==> src/fcct_pkg.sv <==
package fcct_pkg;

    // ****************************************************************
    // Register map, one aligned 32-bit word per register.
    // ****************************************************************
    localparam logic [7:0] MODE_OFF = 8'h00;
    localparam logic [7:0] CTRL_OFF = 8'h04;
    localparam logic [7:0] IOSEL_OFF = 8'h08;
    localparam logic [7:0] STAT_OFF = 8'h0c;
    localparam logic [7:0] MASK_OFF = 8'h10;
    localparam logic [7:0] COUNT_OFF = 8'h14;
    localparam logic [7:0] GRA_OFF = 8'h18;
    localparam logic [7:0] GRB_OFF = 8'h1c;
    localparam logic [7:0] GRC_OFF = 8'h20;
    localparam logic [7:0] GRD_OFF = 8'h24;

    // ****************************************************************
    // Mode register fields and reset values.
    // ****************************************************************
    localparam int MODE_RUN_BIT = 7;
    localparam int MODE_BUFB_BIT = 5;
    localparam int MODE_BUFA_BIT = 4;
    localparam logic [7:0] MODE_RSVD_ONES = 8'h48;
    localparam logic [7:0] MODE_WR_MASK = 8'hb7;
    localparam logic [7:0] MODE_RESET = 8'h00;
    localparam logic [15:0] CTRL_RESET = 16'h0000;
    localparam logic [15:0] IOSEL_RESET = 16'h0000;
    localparam logic [15:0] GR_RESET = 16'hffff;

    // Control register: bit 7 clear on match A, bits 6:4 clock, 3:0 init.
    localparam int CTRL_CLR_BIT = 7;
    localparam int CTRL_CKS_LSB = 4;

    // Status bits 3:0 channel A..D events, bit 4 overflow.
    localparam int OVF_BIT = 4;
    localparam int NUM_CH = 4;

    // Counter clock divide ratios.
    localparam logic [2:0] CKS_DIV1 = 3'h0;
    localparam logic [2:0] CKS_DIV2 = 3'h1;
    localparam logic [2:0] CKS_DIV4 = 3'h2;
    localparam logic [2:0] CKS_DIV8 = 3'h3;

    // Per-channel compare action / capture edge codes (I/O select nibble).
    typedef enum logic [1:0] {
        FCCT_OUT_HOLD = 2'b00,
        FCCT_OUT_LOW = 2'b01,
        FCCT_OUT_HIGH = 2'b10,
        FCCT_OUT_TOGGLE = 2'b11
    } fcct_action_type;

    typedef struct packed {
        logic [NUM_CH-1:0] pin_in;
        logic [NUM_CH-1:0] pin_out;
        logic [NUM_CH-1:0] pin_oe;
    } fcct_pins_type;

endpackage : fcct_pkg

==> src/fcct_timer.sv <==
// Local design decisions: the register addresses and the APB register port.
`timescale 1ns/10ps
module fcct_timer
    import fcct_pkg::*;
(
    input wire logic sys_clk_in,
    input wire logic nrst_in,
    input wire logic psel_in,
    input wire logic penable_in,
    input wire logic pwrite_in,
    input wire logic [7:0] paddr_in,
    input wire logic [31:0] pwdata_in,
    output logic [31:0] prdata_out,
    output logic pready_out,
    output logic pslverr_out,
    input wire logic event_clock_in,
    input wire logic [3:0] chan_pin_in,
    output logic [3:0] chan_pin_out,
    output logic [3:0] chan_pin_oe_out,
    output logic irq_out
);

    // ****************************************************************
    // State.
    // ****************************************************************
    logic [7:0] mode_r;
    logic [15:0] ctrl_r;
    logic [15:0] iosel_r;
    logic [4:0] stat_r;
    logic [4:0] mask_r;
    logic [15:0] count_value_r;
    logic [15:0] gr_r [NUM_CH];
    logic [3:0] pin_r;
    logic [3:0] oe_r;
    logic [3:0] cap_s1_r, cap_s2_r, cap_s3_r;
    logic ev_s1_r, ev_s2_r, ev_s3_r;
    logic [2:0] div_r;
    logic irq_r;
    logic [31:0] prdata_r;
    logic pready_r;
    logic pslverr_r;

    // Decoded controls.
    logic run, bufa, bufb, clr_on_a, tick, wr_en, rd_en;
    logic [2:0] cks;
    logic [3:0] pwm_sel, match, cap_rise, cap_fall, cap_ev, chan_ev;
    logic ovf_ev;

    // Mode and control fields are decoded once here. A write lands only in
    // the access phase with ready high, so a transfer never writes twice.
    // A read is latched in the setup phase and held until the master
    // takes it in the access phase.
    assign run = mode_r[MODE_RUN_BIT];
    assign bufa = mode_r[MODE_BUFA_BIT];
    assign bufb = mode_r[MODE_BUFB_BIT];
    assign pwm_sel = {mode_r[2:0], 1'b0};
    assign clr_on_a = ctrl_r[CTRL_CLR_BIT];
    assign cks = ctrl_r[CTRL_CKS_LSB +: 3];
    assign wr_en = psel_in && penable_in && pwrite_in && pready_r;
    assign rd_en = psel_in && !penable_in && !pwrite_in;

    // Capture is selected when the upper bit of a channel's nibble is set.
    // The same test sets the pin direction and gates compare matches.
    function automatic logic is_capture(input logic [15:0] sel, input int ch);
        is_capture = sel[ch*4+3];
    endfunction : is_capture

    // ****************************************************************
    // Synchronisers: pins are sampled twice before edge detection.
    // ****************************************************************
    // Both the capture pins and the event input are asynchronous. Stage
    // one feeds only stage two; stage three is the delayed copy that edge
    // detection compares against.
    always_ff @(posedge sys_clk_in or negedge nrst_in) begin
        if (!nrst_in) begin
            cap_s1_r <= 4'h0;
            cap_s2_r <= 4'h0;
            cap_s3_r <= 4'h0;
            ev_s1_r <= 1'b0;
            ev_s2_r <= 1'b0;
            ev_s3_r <= 1'b0;
        end else begin
            cap_s1_r <= chan_pin_in;
            cap_s2_r <= cap_s1_r;
            cap_s3_r <= cap_s2_r;
            ev_s1_r <= event_clock_in;
            ev_s2_r <= ev_s1_r;
            ev_s3_r <= ev_s2_r;
        end
    end
    assign cap_rise = cap_s2_r & ~cap_s3_r;
    assign cap_fall = ~cap_s2_r & cap_s3_r;

    // ****************************************************************
    // Prescaler and count enable.
    // ****************************************************************
    // Free-running divider so ratio changes take effect without reset.
    // A ratio change may shorten or stretch the first period after it.
    always_ff @(posedge sys_clk_in or negedge nrst_in) begin
        if (!nrst_in) begin
            div_r <= 3'h0;
        end else begin
            div_r <= div_r + 3'h1;
        end
    end

    // The event input counts rising edges only, one tick each, so an event
    // pulse must stay high and low for at least two clocks to be seen
    // reliably through the synchroniser.
    // Pick one count pulse per selected period.
    always_comb begin
        if (cks[2]) begin
            tick = ev_s2_r && !ev_s3_r;
        end else if (cks == CKS_DIV2) begin
            tick = div_r[0];
        end else if (cks == CKS_DIV4) begin
            tick = div_r[1:0] == 2'h3;
        end else if (cks == CKS_DIV8) begin
            tick = div_r == 3'h7;
        end else begin
            tick = 1'b1;
        end
    end

    // ****************************************************************
    // Compare and capture events.
    // ****************************************************************
    // Matches count only in a counting cycle so each value fires once.
    genvar g;
    generate
        for (g = 0; g < NUM_CH; g++) begin : g_ch
            logic [1:0] edge_sel;
            assign edge_sel = iosel_r[g*4 +: 2];
            assign match[g] = run && tick && !is_capture(iosel_r, g)
                && count_value_r == gr_r[g];
            assign cap_ev[g] = is_capture(iosel_r, g) && (
                (edge_sel[0] && cap_rise[g]) ||
                (edge_sel[1] && cap_fall[g]));
        end
    endgenerate
    // A buffer register raises no events of its own.
    assign chan_ev = (match | cap_ev) & ~{bufb, bufa, 2'b00};
    // Overflow is the wrap from all ones; a clear on match A is no wrap.
    assign ovf_ev = run && tick && count_value_r == 16'hffff
        && !(clr_on_a && match[0]);

    // ****************************************************************
    // Counter.
    // ****************************************************************
    // A bus write to the counter beats a tick in the same cycle, so the
    // written value is never lost to an increment.
    always_ff @(posedge sys_clk_in or negedge nrst_in) begin
        if (!nrst_in) begin
            count_value_r <= 16'h0000;
        end else if (wr_en && paddr_in == COUNT_OFF) begin
            count_value_r <= pwdata_in[15:0];
        end else if (run && tick) begin
            if (clr_on_a && match[0]) begin
                count_value_r <= 16'h0000;
            end else begin
                count_value_r <= count_value_r + 16'h0001;
            end
        end
    end

    // ****************************************************************
    // General registers with buffer pairing.
    // ****************************************************************
    generate
        for (g = 0; g < NUM_CH; g++) begin : g_gr
            if (g < 2) begin : g_live
                // A capture always loads the counter; in buffer mode the
                // partner takes the old value in the same clock.
                always_ff @(posedge sys_clk_in or negedge nrst_in) begin
                    if (!nrst_in) begin
                        gr_r[g] <= GR_RESET;
                    end else if (cap_ev[g]) begin
                        gr_r[g] <= count_value_r;
                    end else if (mode_r[MODE_BUFA_BIT + g] && match[g]) begin
                        gr_r[g] <= gr_r[g+2];
                    end else if (wr_en && paddr_in == GRA_OFF + 8'(g*4)) begin
                        gr_r[g] <= pwdata_in[15:0];
                    end
                end
            end else begin : g_pair
                // Registers C and D follow their partner on a buffered capture.
                always_ff @(posedge sys_clk_in or negedge nrst_in) begin
                    if (!nrst_in) begin
                        gr_r[g] <= GR_RESET;
                    end else if (mode_r[MODE_BUFA_BIT + g - 2]
                            && cap_ev[g-2]) begin
                        gr_r[g] <= gr_r[g-2];
                    end else if (cap_ev[g]) begin
                        gr_r[g] <= count_value_r;
                    end else if (wr_en && paddr_in == GRA_OFF + 8'(g*4)) begin
                        gr_r[g] <= pwdata_in[15:0];
                    end
                end
            end
        end
    endgenerate

    // ****************************************************************
    // Pin drivers: compare action or PWM, preset by control writes.
    // ****************************************************************
    // A preset write beats a match in the same cycle. The output enable
    // follows the capture selection one clock later, so a channel turned
    // to capture still drives its pin for that one clock.
    // PWM on a channel sets at its own match and clears at match A.
    generate
        for (g = 0; g < NUM_CH; g++) begin : g_pin
            fcct_action_type act;
            assign act = fcct_action_type'(iosel_r[g*4 +: 2]);
            always_ff @(posedge sys_clk_in or negedge nrst_in) begin
                if (!nrst_in) begin
                    pin_r[g] <= 1'b0;
                    oe_r[g] <= 1'b0;
                end else begin
                    oe_r[g] <= !is_capture(iosel_r, g);
                    if (wr_en && paddr_in == CTRL_OFF) begin
                        pin_r[g] <= pwdata_in[g];
                    end else if (pwm_sel[g] && match[g]) begin
                        pin_r[g] <= 1'b1;
                    end else if (pwm_sel[g] && match[0]) begin
                        pin_r[g] <= 1'b0;
                    end else if (!pwm_sel[g] && match[g]) begin
                        case (act)
                            FCCT_OUT_LOW: pin_r[g] <= 1'b0;
                            FCCT_OUT_HIGH: pin_r[g] <= 1'b1;
                            FCCT_OUT_TOGGLE: pin_r[g] <= !pin_r[g];
                            default: pin_r[g] <= pin_r[g];
                        endcase
                    end
                end
            end
        end
    endgenerate

    // ****************************************************************
    // Control registers.
    // ****************************************************************
    // Reserved mode bits are never stored; they are forced on at readback.
    // Unmapped addresses decode to nothing, so a refused write is lost.
    always_ff @(posedge sys_clk_in or negedge nrst_in) begin
        if (!nrst_in) begin
            mode_r <= MODE_RESET;
            ctrl_r <= CTRL_RESET;
            iosel_r <= IOSEL_RESET;
            mask_r <= 5'h00;
        end else if (wr_en) begin
            if (paddr_in == MODE_OFF) begin
                mode_r <= pwdata_in[7:0] & MODE_WR_MASK;
            end else if (paddr_in == CTRL_OFF) begin
                ctrl_r <= pwdata_in[15:0];
            end else if (paddr_in == IOSEL_OFF) begin
                iosel_r <= pwdata_in[15:0];
            end else if (paddr_in == MASK_OFF) begin
                mask_r <= pwdata_in[4:0];
            end
        end
    end

    // ****************************************************************
    // Interrupt status: new events win over a write-one clear.
    // ****************************************************************
    // The interrupt line lags the status by one clock; it stays a clean
    // flip-flop output at the cost of that cycle of latency.
    always_ff @(posedge sys_clk_in or negedge nrst_in) begin
        if (!nrst_in) begin
            stat_r <= 5'h00;
            irq_r <= 1'b0;
        end else begin
            if (wr_en && paddr_in == STAT_OFF) begin
                stat_r <= (stat_r & ~pwdata_in[4:0]) | {ovf_ev, chan_ev};
            end else begin
                stat_r <= stat_r | {ovf_ev, chan_ev};
            end
            irq_r <= |(stat_r & mask_r);
        end
    end

    // ****************************************************************
    // APB slave: no wait states, addresses above GRD_OFF give an error.
    // ****************************************************************
    // Ready follows every setup phase by exactly one clock, so a master
    // that inserts no extra cycles sees the answer in its first access
    // cycle. Read data is sampled in setup and stands for that cycle.
    always_ff @(posedge sys_clk_in or negedge nrst_in) begin
        if (!nrst_in) begin
            pready_r <= 1'b0;
            pslverr_r <= 1'b0;
            prdata_r <= 32'h0000_0000;
        end else begin
            pready_r <= psel_in && !penable_in;
            pslverr_r <= psel_in && !penable_in && paddr_in > GRD_OFF;
            if (rd_en) begin
                if (paddr_in == MODE_OFF) begin
                    prdata_r <= {24'h0, mode_r | MODE_RSVD_ONES};
                end else if (paddr_in == CTRL_OFF) begin
                    prdata_r <= {16'h0, ctrl_r[15:4], pin_r};
                end else if (paddr_in == IOSEL_OFF) begin
                    prdata_r <= {16'h0, iosel_r};
                end else if (paddr_in == STAT_OFF) begin
                    prdata_r <= {27'h0, stat_r};
                end else if (paddr_in == MASK_OFF) begin
                    prdata_r <= {27'h0, mask_r};
                end else if (paddr_in == COUNT_OFF) begin
                    prdata_r <= {16'h0, count_value_r};
                end else if (paddr_in >= GRA_OFF && paddr_in <= GRD_OFF) begin
                    prdata_r <= {16'h0, gr_r[paddr_in[3:2] - 2'h2]};
                end else begin
                    prdata_r <= 32'h0000_0000;
                end
            end
        end
    end

    // Every output is a flip-flop; nothing combinational reaches a pin or
    // the bus.
    assign prdata_out = prdata_r;
    assign pready_out = pready_r;
    assign pslverr_out = pslverr_r;
    assign chan_pin_out = pin_r;
    assign chan_pin_oe_out = oe_r;
    assign irq_out = irq_r;

endmodule : fcct_timer

==> config.mk <==
export PLATFORM = sky130hd
export DESIGN_NAME = fcct_timer
export DESIGN_NICKNAME = d
export VERILOG_FILES = /design/src/fcct_pkg.sv /design/src/fcct_timer.sv
export SDC_FILE = /design/constraint.sdc
export NUM_CORES = 1
export LEC_CHECK = 0
export BUFFER_PORTS_ARGS = -buffer_cell sky130_fd_sc_hd__buf_2
export CAP_MARGIN = 5
export CORE_MARGIN = 5
export CORE_UTILIZATION = 44
export CTS_CLUSTER_DIAMETER = 120
export DETAILED_ROUTE_END_ITERATION = 7
export HOLD_SLACK_MARGIN = 0.15
export SYNTH_ARGS = -nofsm -noshare
export SYNTH_HDL_FRONTEND = slang
export SYNTH_SLANG_ARGS = --single-unit
==> constraint.sdc <==
create_clock -name sys_clk_in -period 2.3 [get_ports sys_clk_in]
set_input_delay 0.46 -clock sys_clk_in [delete_from_list [all_inputs] [get_ports sys_clk_in]]
set_output_delay 0.46 -clock sys_clk_in [all_outputs]
set_load 0.05 [all_outputs]
### Yosys cells after proc, flatten, opt, wreduce, memory -nomap -nowiden

Cells that the tools add are included.

* reduce and logical (&&, ||, !) cells: 94
* bitwise operators: 16
* add/subtract/negate cells: 3
* eq/ne operators: 31
* $lt $le $gt $ge: 4
* multiplexer cells: 48

Operators with widths (number)
* 2-to-1 mux 16 bit: 24
* equality test 16 bit: 4
* logical AND 1 bit: 52
* binary-select mux 16 bit (select 2 bit): 1
* equality test 8 x 5 -> 1 bit, second input constant: 4
* equality test 2 bit, second input constant: 9
* 2-to-1 mux 1 bit: 18
* nonzero test 6 bit: 3
* adder 16 x 1 -> 16 bit, second input constant: 1
* equality test 16 bit, second input constant: 1
* equality test 8 x 4 -> 1 bit, second input constant: 2
* equality test 8 x 6 -> 1 bit, second input constant: 2
* nonzero test 4 bit: 4
* zero test 1 bit: 15
* AND 4 bit: 3
* inverter 4 bit: 3
* case mux 1 bit (3 select lines): 4
* nonzero test 3 bit: 4
* AND 5 bit: 2
* bitwise OR 5 bit: 2
* AND reduction 2 bit: 5
* equality test 2 x 1 -> 1 bit, second input constant: 4
* equality test 8 x 3 -> 1 bit, second input constant: 1
* >= comparator 8 x 5 -> 1 bit, second input constant: 1
* other kinds (20): 27

* output and inout port bits: 43
* register bits after elaboration: 189
* input bits: 50
* word-level logic and storage cells: 225

### Depth between registers and ports, before layout

Gate-level depths: netlist of run 1.

* word-level depth: 13
* gate-level depth with buffers: 11
* gate-level depth less buffers: 9

### Least setup slack after synthesis of run 1

Ideal clock, no wire load.

* kind: input to register
* from: in paddr_in[5]
* to: reg gr_r[55] (netlist name)
* setup slack: -0.112 ns
* data arrival time: 2.333 ns
* required time: 2.221 ns
* path buffers: 3
* stages on the path: 10
* library setup time: 0.079 ns
* path through: clkbuf_1 > or4b_1 > nor2_1 > nand3_1 > buf_2 > buf_2 > mux2i_1 > nand2_1 > o21ai_0 > o21ai_0

* word-level cells in the longest chain between the ends: 3

RTL lines
* from (decl): line fcct_timer.sv:11 `input wire logic [7:0] paddr_in,`
* equality test 8 x 5 -> 1 bit: line fcct_timer.sv:181 `end else if (wr_en && paddr_in == GRA_OFF + 8'(g*4)) begin`
* logical AND 1 bit: line fcct_timer.sv:181
* nonzero test 3 bit (no source line)
* to (signal, indexed assignment): line fcct_timer.sv:178 `gr_r[g] <= count_value_r;`
* to (signal, indexed assignment): line fcct_timer.sv:180 `gr_r[g] <= gr_r[g+2];`
* to (signal, indexed assignment): line fcct_timer.sv:182 `gr_r[g] <= pwdata_in[15:0];`
* to (decl): line fcct_timer.sv:32 `logic [15:0] gr_r [NUM_CH];`

Every way passes these cells.
A chain may end at the register's enable or synchronous reset.

### Worst setup path in the final report of run 1

* from: reg gr_r[36] (netlist name)
* to: reg gr_r[38] (netlist name)

* word-level cells in the longest chain between the ends: 5
* elaborated cells between the ends (all ways): 6
* those cells by class: 1 x eq/ne; 2 x mux; 3 x reduce/logical

RTL lines
* equality test 16 bit *: line fcct_timer.sv:135 `&& count_value_r == gr_r[g];`
* logical AND 1 bit *: line fcct_timer.sv:135
* logical AND 1 bit *: line fcct_timer.sv:179 `end else if (mode_r[MODE_BUFA_BIT + g] && match[g]) begin`
* 2-to-1 mux 16 bit: line fcct_timer.sv:179
* 2-to-1 mux 16 bit: line fcct_timer.sv:177 `end else if (cap_ev[g]) begin`

Mark *: on every way between the ends. The rest lies on a longest branch, timed or not.

==> results of run 1 <==
## layout make-up
| cell class | instances | area, um^2 |
|---|---|---|
| fillers | 1999 | 10100 |
| multi-input cells | 775 | 5650 |
| flip-flops and latches | 169 | 4320 |
| repair buffers | 198 | 1550 |
| clock buffers | 17 | 425 |
| well taps | 313 | 392 |
| inverters | 47 | 176 |
| clock inverters | 15 | 174 |
## timing repair
action,CTS,global route
pin swaps,10,12
gates resized for setup,22,34
cloned,0,2
endpoints found under the setup margin,20,48
buffers inserted,3,7
hold buffers,6,0
endpoints found under the hold margin,41,0
## where the power goes
| group | internal, mW | switching, mW | leakage (nW) |
|---|---|---|---|
| sequential | 3.04 | 0.0518 | 1.96 |
| clock | 1.47 | 1.47 | 0.287 |
| combinational | 0.353 | 0.656 | 3.40 |
## worst max-delay path: cells and delay by family, from the launching register on
kind | cells | cell delay (ns)
XOR/XNOR | 1 | 0.07
flip-flops | 1 | 0.54
buffers and inverters | 1 | 0.18
AND/OR/NAND/NOR | 3 | 1.06
AO/OA/AOI/OAI | 1 | 0.10
multiplexers | 1 | 0.32
## worst paths after layout
| path | startpoint | end | slack [ns] | depth (start not counted) |
|---|---|---|---|---|
| worst min register to register | cap_s1_r[0] | cap_s2_r[0] | 0.35 | 0 |
| worst max-delay path | gr_r[36] | gr_r[38] | -0.05 | 7 |
| min in group asynchronous | nrst_in | prdata_out[0] | 0.37 | 2 |
| max in group asynchronous | nrst_in | count_value_r[8] | 1.10 | 3 |
| worst min-delay path | pwdata_in[13] | ctrl_r[13] | 0.32 | 3 |
| worst max register to register | gr_r[36] | gr_r[38] | -0.05 | 7 |
## cells by family after synthesis
family,count (synthesis)
xor gates and xnor gates,64
muxes,129
adders and majority gates,7
DFF,169
other,1
and+or+nand+nor,310
AOI/OAI and AO/OA,249
buffers and inverters,142
## per-layer routing
metal,up-vias,part of all wire,GRT usage
li1,4080,-,-
met1,4397,0.43,0.361
met2,366,0.47,0.417
met3,48,0.070,0.0415
met4,0,0.026,0.0793
met5,-,0,0
## through the flow
stage | hold WS, ns | cells | utilization | cell area [um^2] | setup slack (ns)
2_1_floorplan | 0.164 | 1086 | - | 10300 | -0.0110
3_3_place_gp | 0.270 | 1486 | 0.509 | 11600 | -0.220
3_5_place_dp | 0.269 | 1486 | 0.509 | 11600 | -0.258
4_1_cts | 0.301 | 1527 | 0.546 | 12400 | -0.0463
5_1_grt | 0.312 | 1534 | 0.557 | 12700 | -0.159
6_report | 0.318 | 1534 | 0.557 | 12700 | -0.0521
## cells in the final DEF, fill, tap and decap left out, types with 10 or more instances in the layout
cell and count:
a22oi_1 20, nor2_1 69, a22o_1 12, xnor2_1 31, nor3_1 13, buf_6 10
mux2_2 43, a21oi_1 55, dfrtp_1 100, nor2b_1 14, nand4_1 13, buf_12 10
nand3_1 17, xor2_1 26, dfstp_2 64, a222oi_1 12, buf_2 59, mux4_2 15
o21ai_0 81, conb_1 16, buf_4 111, mux2i_1 69, clkbuf_16 19, a221oi_2 15
inv_1 47, nand2_1 124
## flip-flops by register name, summed over array words and instances (netlist names), 3 cells and up
signal	count
cap_s1_r	4
cap_s2_r	4
cap_s3_r	4
chan_pin_oe_out	4
chan_pin_out	4
count_value_r	16
ctrl_r	12
div_r	3
gr_r	64
iosel_r	16
mask_r	5
mode_r	6
prdata_out	16
stat_r	5
==> impl_results.md, run 1 <==
- P per Cell Area: 556 nW/um^2
- Setup Viol. Count Final: 16
- Clock Latency Late Sink: 0.45 ns
- Post-DR vias/cell: 5.80
- Die area: 26400 um^2
- N_diodes: 0
- Inserted Clock Buffers: 17
- Cell count after synthesis: 1071
- Top post-synthesis cells by count: nand2_1 (124), dfrtp_1 (105), o21ai_0 (84)
- Via count: 8891
- Layout cell share with drive strength beyond 1: 0.333
- Antenna violations before repair: 0
- Total Power: 7.05 mW
- Max_slew headroom: 0.414
- Worst setup SP type: register
- Die width: 163 um
- Clock Skew: 0.0155 ns
- Max Slew Vio Count: 0
- Worst EP arrival: 2.72 ns
- Fmax: 0.425 GHz
- Leak: 5.65 nW
- Top_reg_cell synth: dfrtp_1
- EDFF count, synth: 0
- Clock Tree Buf Depth: 2
- Crit. End Element: register
- Synth Area in Compound Gates: 0.163
- Outcome: finished, violations left
- H-tree level count: 4
- Global-route wire length before repair: 52.2 mm
- Routed len/inst: 22.5 um
- Synth Area per Inst: 9.57 um^2
- Largest net degree at the start of global routing: 106
- Post-synth top area cell: dfrtp_1
- CTS clk-pin slew, worst paths: 0.08 ns
- CP peak stage delay: 0.54 ns
- Count of different cell masters after synthesis: 63
- Largest family of logic cells by synthesized area: compound AO/OA/AOI/OAI gates
- Antenna-violating nets left: 0
- Largest cells by area after synthesis: dfrtp_1 (26%), dfstp_2 (16%), mux2i_1 (6.8%), mux2_2 (4.8%), nand2_1 (4.5%)
- Syn-to-layout area delta: 23.7%
- Grt ovf: 0
- Final period util: 1.02
- Seq cells post-synth: 169
- Die extent in y: 163 um
- DRC: 0
- IO Count: 93
- XOR/XNOR Fraction of Synth Area: 0.0547
- Placer Congestion: 0.921
- Iteration-0 DRC Markers: 875
- Post-Synth Adder-Cell Area: 0.00854
- Asr flop ratio synth: 1.00
- Routed wire length: 34.6 mm
- Global-route usage over all layers: 0.259
- Post-synthesis mux area share: 0.150
- Data required time at the worst endpoint: 2.66 ns
- Worst VDD drop: 0.453 mV
- Critical path class: reg2reg
- Setup ws final: -0.0521 ns
- Yosys warns: 0
- Synth Area in Simple Gates: 0.142
- Yosys top cell area share: 0.256
- CP cell instances: xor2_1 -> or4_1 -> nor3_1 -> and4_4 -> buf_6 -> mux2i_1 -> a221oi_4
- # Max-Cap Violations: 0
- Violated checks: setup timing
- RSZ-0062 raised after global routing: yes
- CP max stage cell: dfstp_2
- Worst hold path type: in2reg
- Slew @ Worst Pin: 0.880 ns
- CTS Sinks: 169
- Most instantiated library cell after synthesis: nand2_1
- Final Hold Fails: 0
- Nets@finish: 1265
- Max FO, Critical Path: 9
- Crit path time final: 2.35 ns
- Root Buffer: clkbuf_16
- Seq/Total Area, Yosys: 0.420
- Row Count: 55
- Core Area: 22800 um^2
- TritonCTS clock tree: yes
- Setup TNS: -0.533 ns
- DRT Pass-1 Iters: 7
- Buffers added on ports: 60
- Mapped Area: 10200 um^2
- Vias in the first global route: 8612
- Starting Density: 0.450
- HPWL after detailed placement: 24.4 mm
Note: power is estimated with default switching activity, not from simulation.
==> inputs of run 2 (changes only) <==
--- a/config.mk
+++ b/config.mk
@@ -9,8 +9,10 @@
 export CAP_MARGIN = 5
 export CORE_MARGIN = 5
 export CORE_UTILIZATION = 44
+export CTS_BUF_LIST = sky130_fd_sc_hd__clkbuf_4
 export CTS_CLUSTER_DIAMETER = 120
 export DETAILED_ROUTE_END_ITERATION = 7
+export GPL_TIMING_DRIVEN = 0
 export HOLD_SLACK_MARGIN = 0.15
 export SYNTH_ARGS = -nofsm -noshare
 export SYNTH_HDL_FRONTEND = slang
==> impl_results.md, run 2 (synthesized netlist as in run 1, its figures left out) <==
- Routed len/inst: 23.2 um (+2.8%)
- Row Count: 55 (unchanged)
- Max FO, Critical Path: 8 (-1)
- Max Slew Vio Count: 0 (unchanged)
- Leading cell type in the layout, fill and taps excluded: nand2_1
- Post-DR vias/cell: 5.87 (+1.2%)
- Final period util: 1.12 (+0.0996)
- P per Cell Area: 474 nW/um^2 (-15%)
- Hold endpoint: ctrl_r[6]
- Crit. End Element: register
- Grt ovf: 0 (unchanged)
- Data required time at the worst endpoint: 2.79 ns (+0.13 ns)
- Violated checks: setup timing
- Fmax: 0.387 GHz (-8.9%)
- Buffers added on ports: 53 (-12%)
- Inserted Clock Buffers: 17 (unchanged)
- Global-route usage over all layers: 0.270 (+0.0113)
- Setup ws final: -0.281 ns (-0.229 ns)
- RSZ-0062 raised after global routing: yes
- Critical path class: reg2reg
- Root Buffer: clkbuf_4
- Vias in the first global route: 8927 (+3.7%)
- Worst VDD drop: 0.254 mV (-44%)
- Worst hold path type: in2reg
- Most flops, register: gr_r
- Placer Congestion: 0.954 (+3.6%)
- Via count: 9123 (+2.6%)
- IO Count: 93 (unchanged)
- HPWL after detailed placement: 26.0 mm (+6.8%)
- Leak: 5.46 nW (-3.3%)
- DRC: 0 (unchanged)
- Antenna violations before repair: 1 (+1)
- Placed cell count: 1453 (-2.2%)
- Die area: 26400 um^2 (unchanged)
- Global-route wire length before repair: 54.6 mm (+4.5%)
- H-tree level count: 4 (unchanged)
- Most frequent cells in the layout: nand2_1 (121), dfrtp_1 (103), mux2i_1 (70)
- CTS Sinks: 169 (unchanged)
- WHS: 0.195 ns (-0.123 ns)
- Layout cell share with drive strength beyond 1: 0.309 (-0.0247)
- Starting Density: 0.450 (unchanged)
- Reg2reg end: gr_r[45]
- DRT Pass-1 Iters: 5 (-2)
- Syn-to-layout area delta: 21.2%
- Setup Viol. Count Final: 36 (+20)
- Clock Latency Late Sink: 0.59 ns (+0.14 ns)
- Max_slew headroom: 0.375 (-0.0390)
- Clock Skew: 0.0309 ns (+0.0154 ns)
- Core Area: 22800 um^2 (unchanged)
- Antenna-violating nets left: 0 (unchanged)
- Iteration-0 DRC Markers: 1026 (+17%)
- # Max-Cap Violations: 0 (unchanged)
- Setup TNS: -4.97 ns (-4.44 ns)
- Routed wire length: 36.0 mm (+4.2%)
- Slew @ Worst Pin: 0.931 ns (+0.0514 ns)
- Crit path time final: 2.58 ns (+0.229 ns)
- Worst r2r src: div_r[0]
- Worst-case reg-to-reg path depth: 9 (+2)
- Worst min-delay path startpoint: pwdata_in[6]
- Die extent in y: 163 um (unchanged)
- Hold path depth: 3 (unchanged)
- Reg2reg setup slack: -0.28 ns (-0.23 ns)
- Worst EP arrival: 3.08 ns (+0.36 ns)
- Clock Tree Buf Depth: 2 (unchanged)
- Max FFs per register: 64 (unchanged)
- CTS clk-pin slew, worst paths: 0.16 ns (+0.08 ns)
- Final Hold Fails: 0 (unchanged)
- Non-Filler Instances: 1555 (+1.4%)
- Nets@finish: 1285 (+1.6%)
- Worst setup SP type: register
- Outcome: finished, violations left
- Die width: 163 um (unchanged)
- Largest net degree at the start of global routing: 89 (-16%)
- TritonCTS clock tree: yes
[run 2: cell count changes in the layout (fill, tap and decap cells not counted), sizes merged]
cell / previous run / this run
dlygate4sd3: 6 / 15
clkbuf: 19 / 75
buf: 190 / 145
diode: 0 / 1
[run 2: what timing repair did]
item	in CTS	in global routing
endpoints found under the hold margin	41	0
hold buffers	15	0
cloned	0	4
pin swaps	28	20
setup endpoints to repair	114	97
gates resized for setup	89	51
buffers inserted	40	16
[run 2: report_power, final]
| part | switching (mW) | internal [mW] | leakage (nW) |
|---|---|---|---|
| registers | 0.0555 | 3.05 | 1.97 |
| clock network | 1.32 | 0.503 | 0.151 |
| logic | 0.654 | 0.311 | 3.35 |
| total | 2.03 | 3.86 | 5.46 |
[run 2: layout make-up]
type / count / area (um^2)
antenna: 1 / 2.50
buffer: 91 / 562
clock buffer: 17 / 128
clock inverter: 15 / 166
fill: 2087 / 10400
inverter: 47 / 176
multi-input combinational: 775 / 5680
sequential: 169 / 4310
tap: 313 / 392
timing repair buffer: 127 / 1010
[run 2: metrics by stage]
stage | area, um^2 | power [mW] | utilization | setup WS [ns]
after floorplan | 10300 | 3.71 | - | -0.0110
after global placement | 11000 | 4.03 | 0.482 | -1.99
after detailed placement | 11000 | 4.04 | 0.484 | -1.03
after CTS | 12100 | 5.89 | 0.532 | -0.257
after global routing | 12400 | 6.11 | 0.545 | -0.363
final | 12400 | 5.89 | 0.545 | -0.281
[run 2: worst max path at each step]
stage	slack, ns	depth (start not counted)	from	end
after global routing	-0.36	11	div_r[0]	gr_r[45]
after detailed placement	-1.03	6	paddr_in[3]	prdata_out[7]
after CTS	-0.26	11	div_r[0]	gr_r[45]
final	-0.28	9	div_r[0]	gr_r[45]
after global placement	-1.99	1	nrst_in	count_value_r[10]
after floorplan	-0.01	11	div_r[0]	gr_r[37]
[run 2: routing by layer]
metal / up-vias / global-route usage / routed length [um]
met5: - / 0 / 0
met4: 0 / 0.0701 / 959
met3: 62 / 0.0397 / 2660
met2: 437 / 0.430 / 16700
met1: 4510 / 0.389 / 15700
li1: 4114 / - / -
[run 2: critical path, stage by stage (launching register included)]
cell,delay [ns]
dfrtp_1,0.43
buf_6,0.12
or4b_4,0.51
and4_4,0.21
and4_1,0.18
buf_6,0.14
a311oi_4,0.33
nor2_4,0.15
clkbuf_16,0.21
a221oi_2,0.22
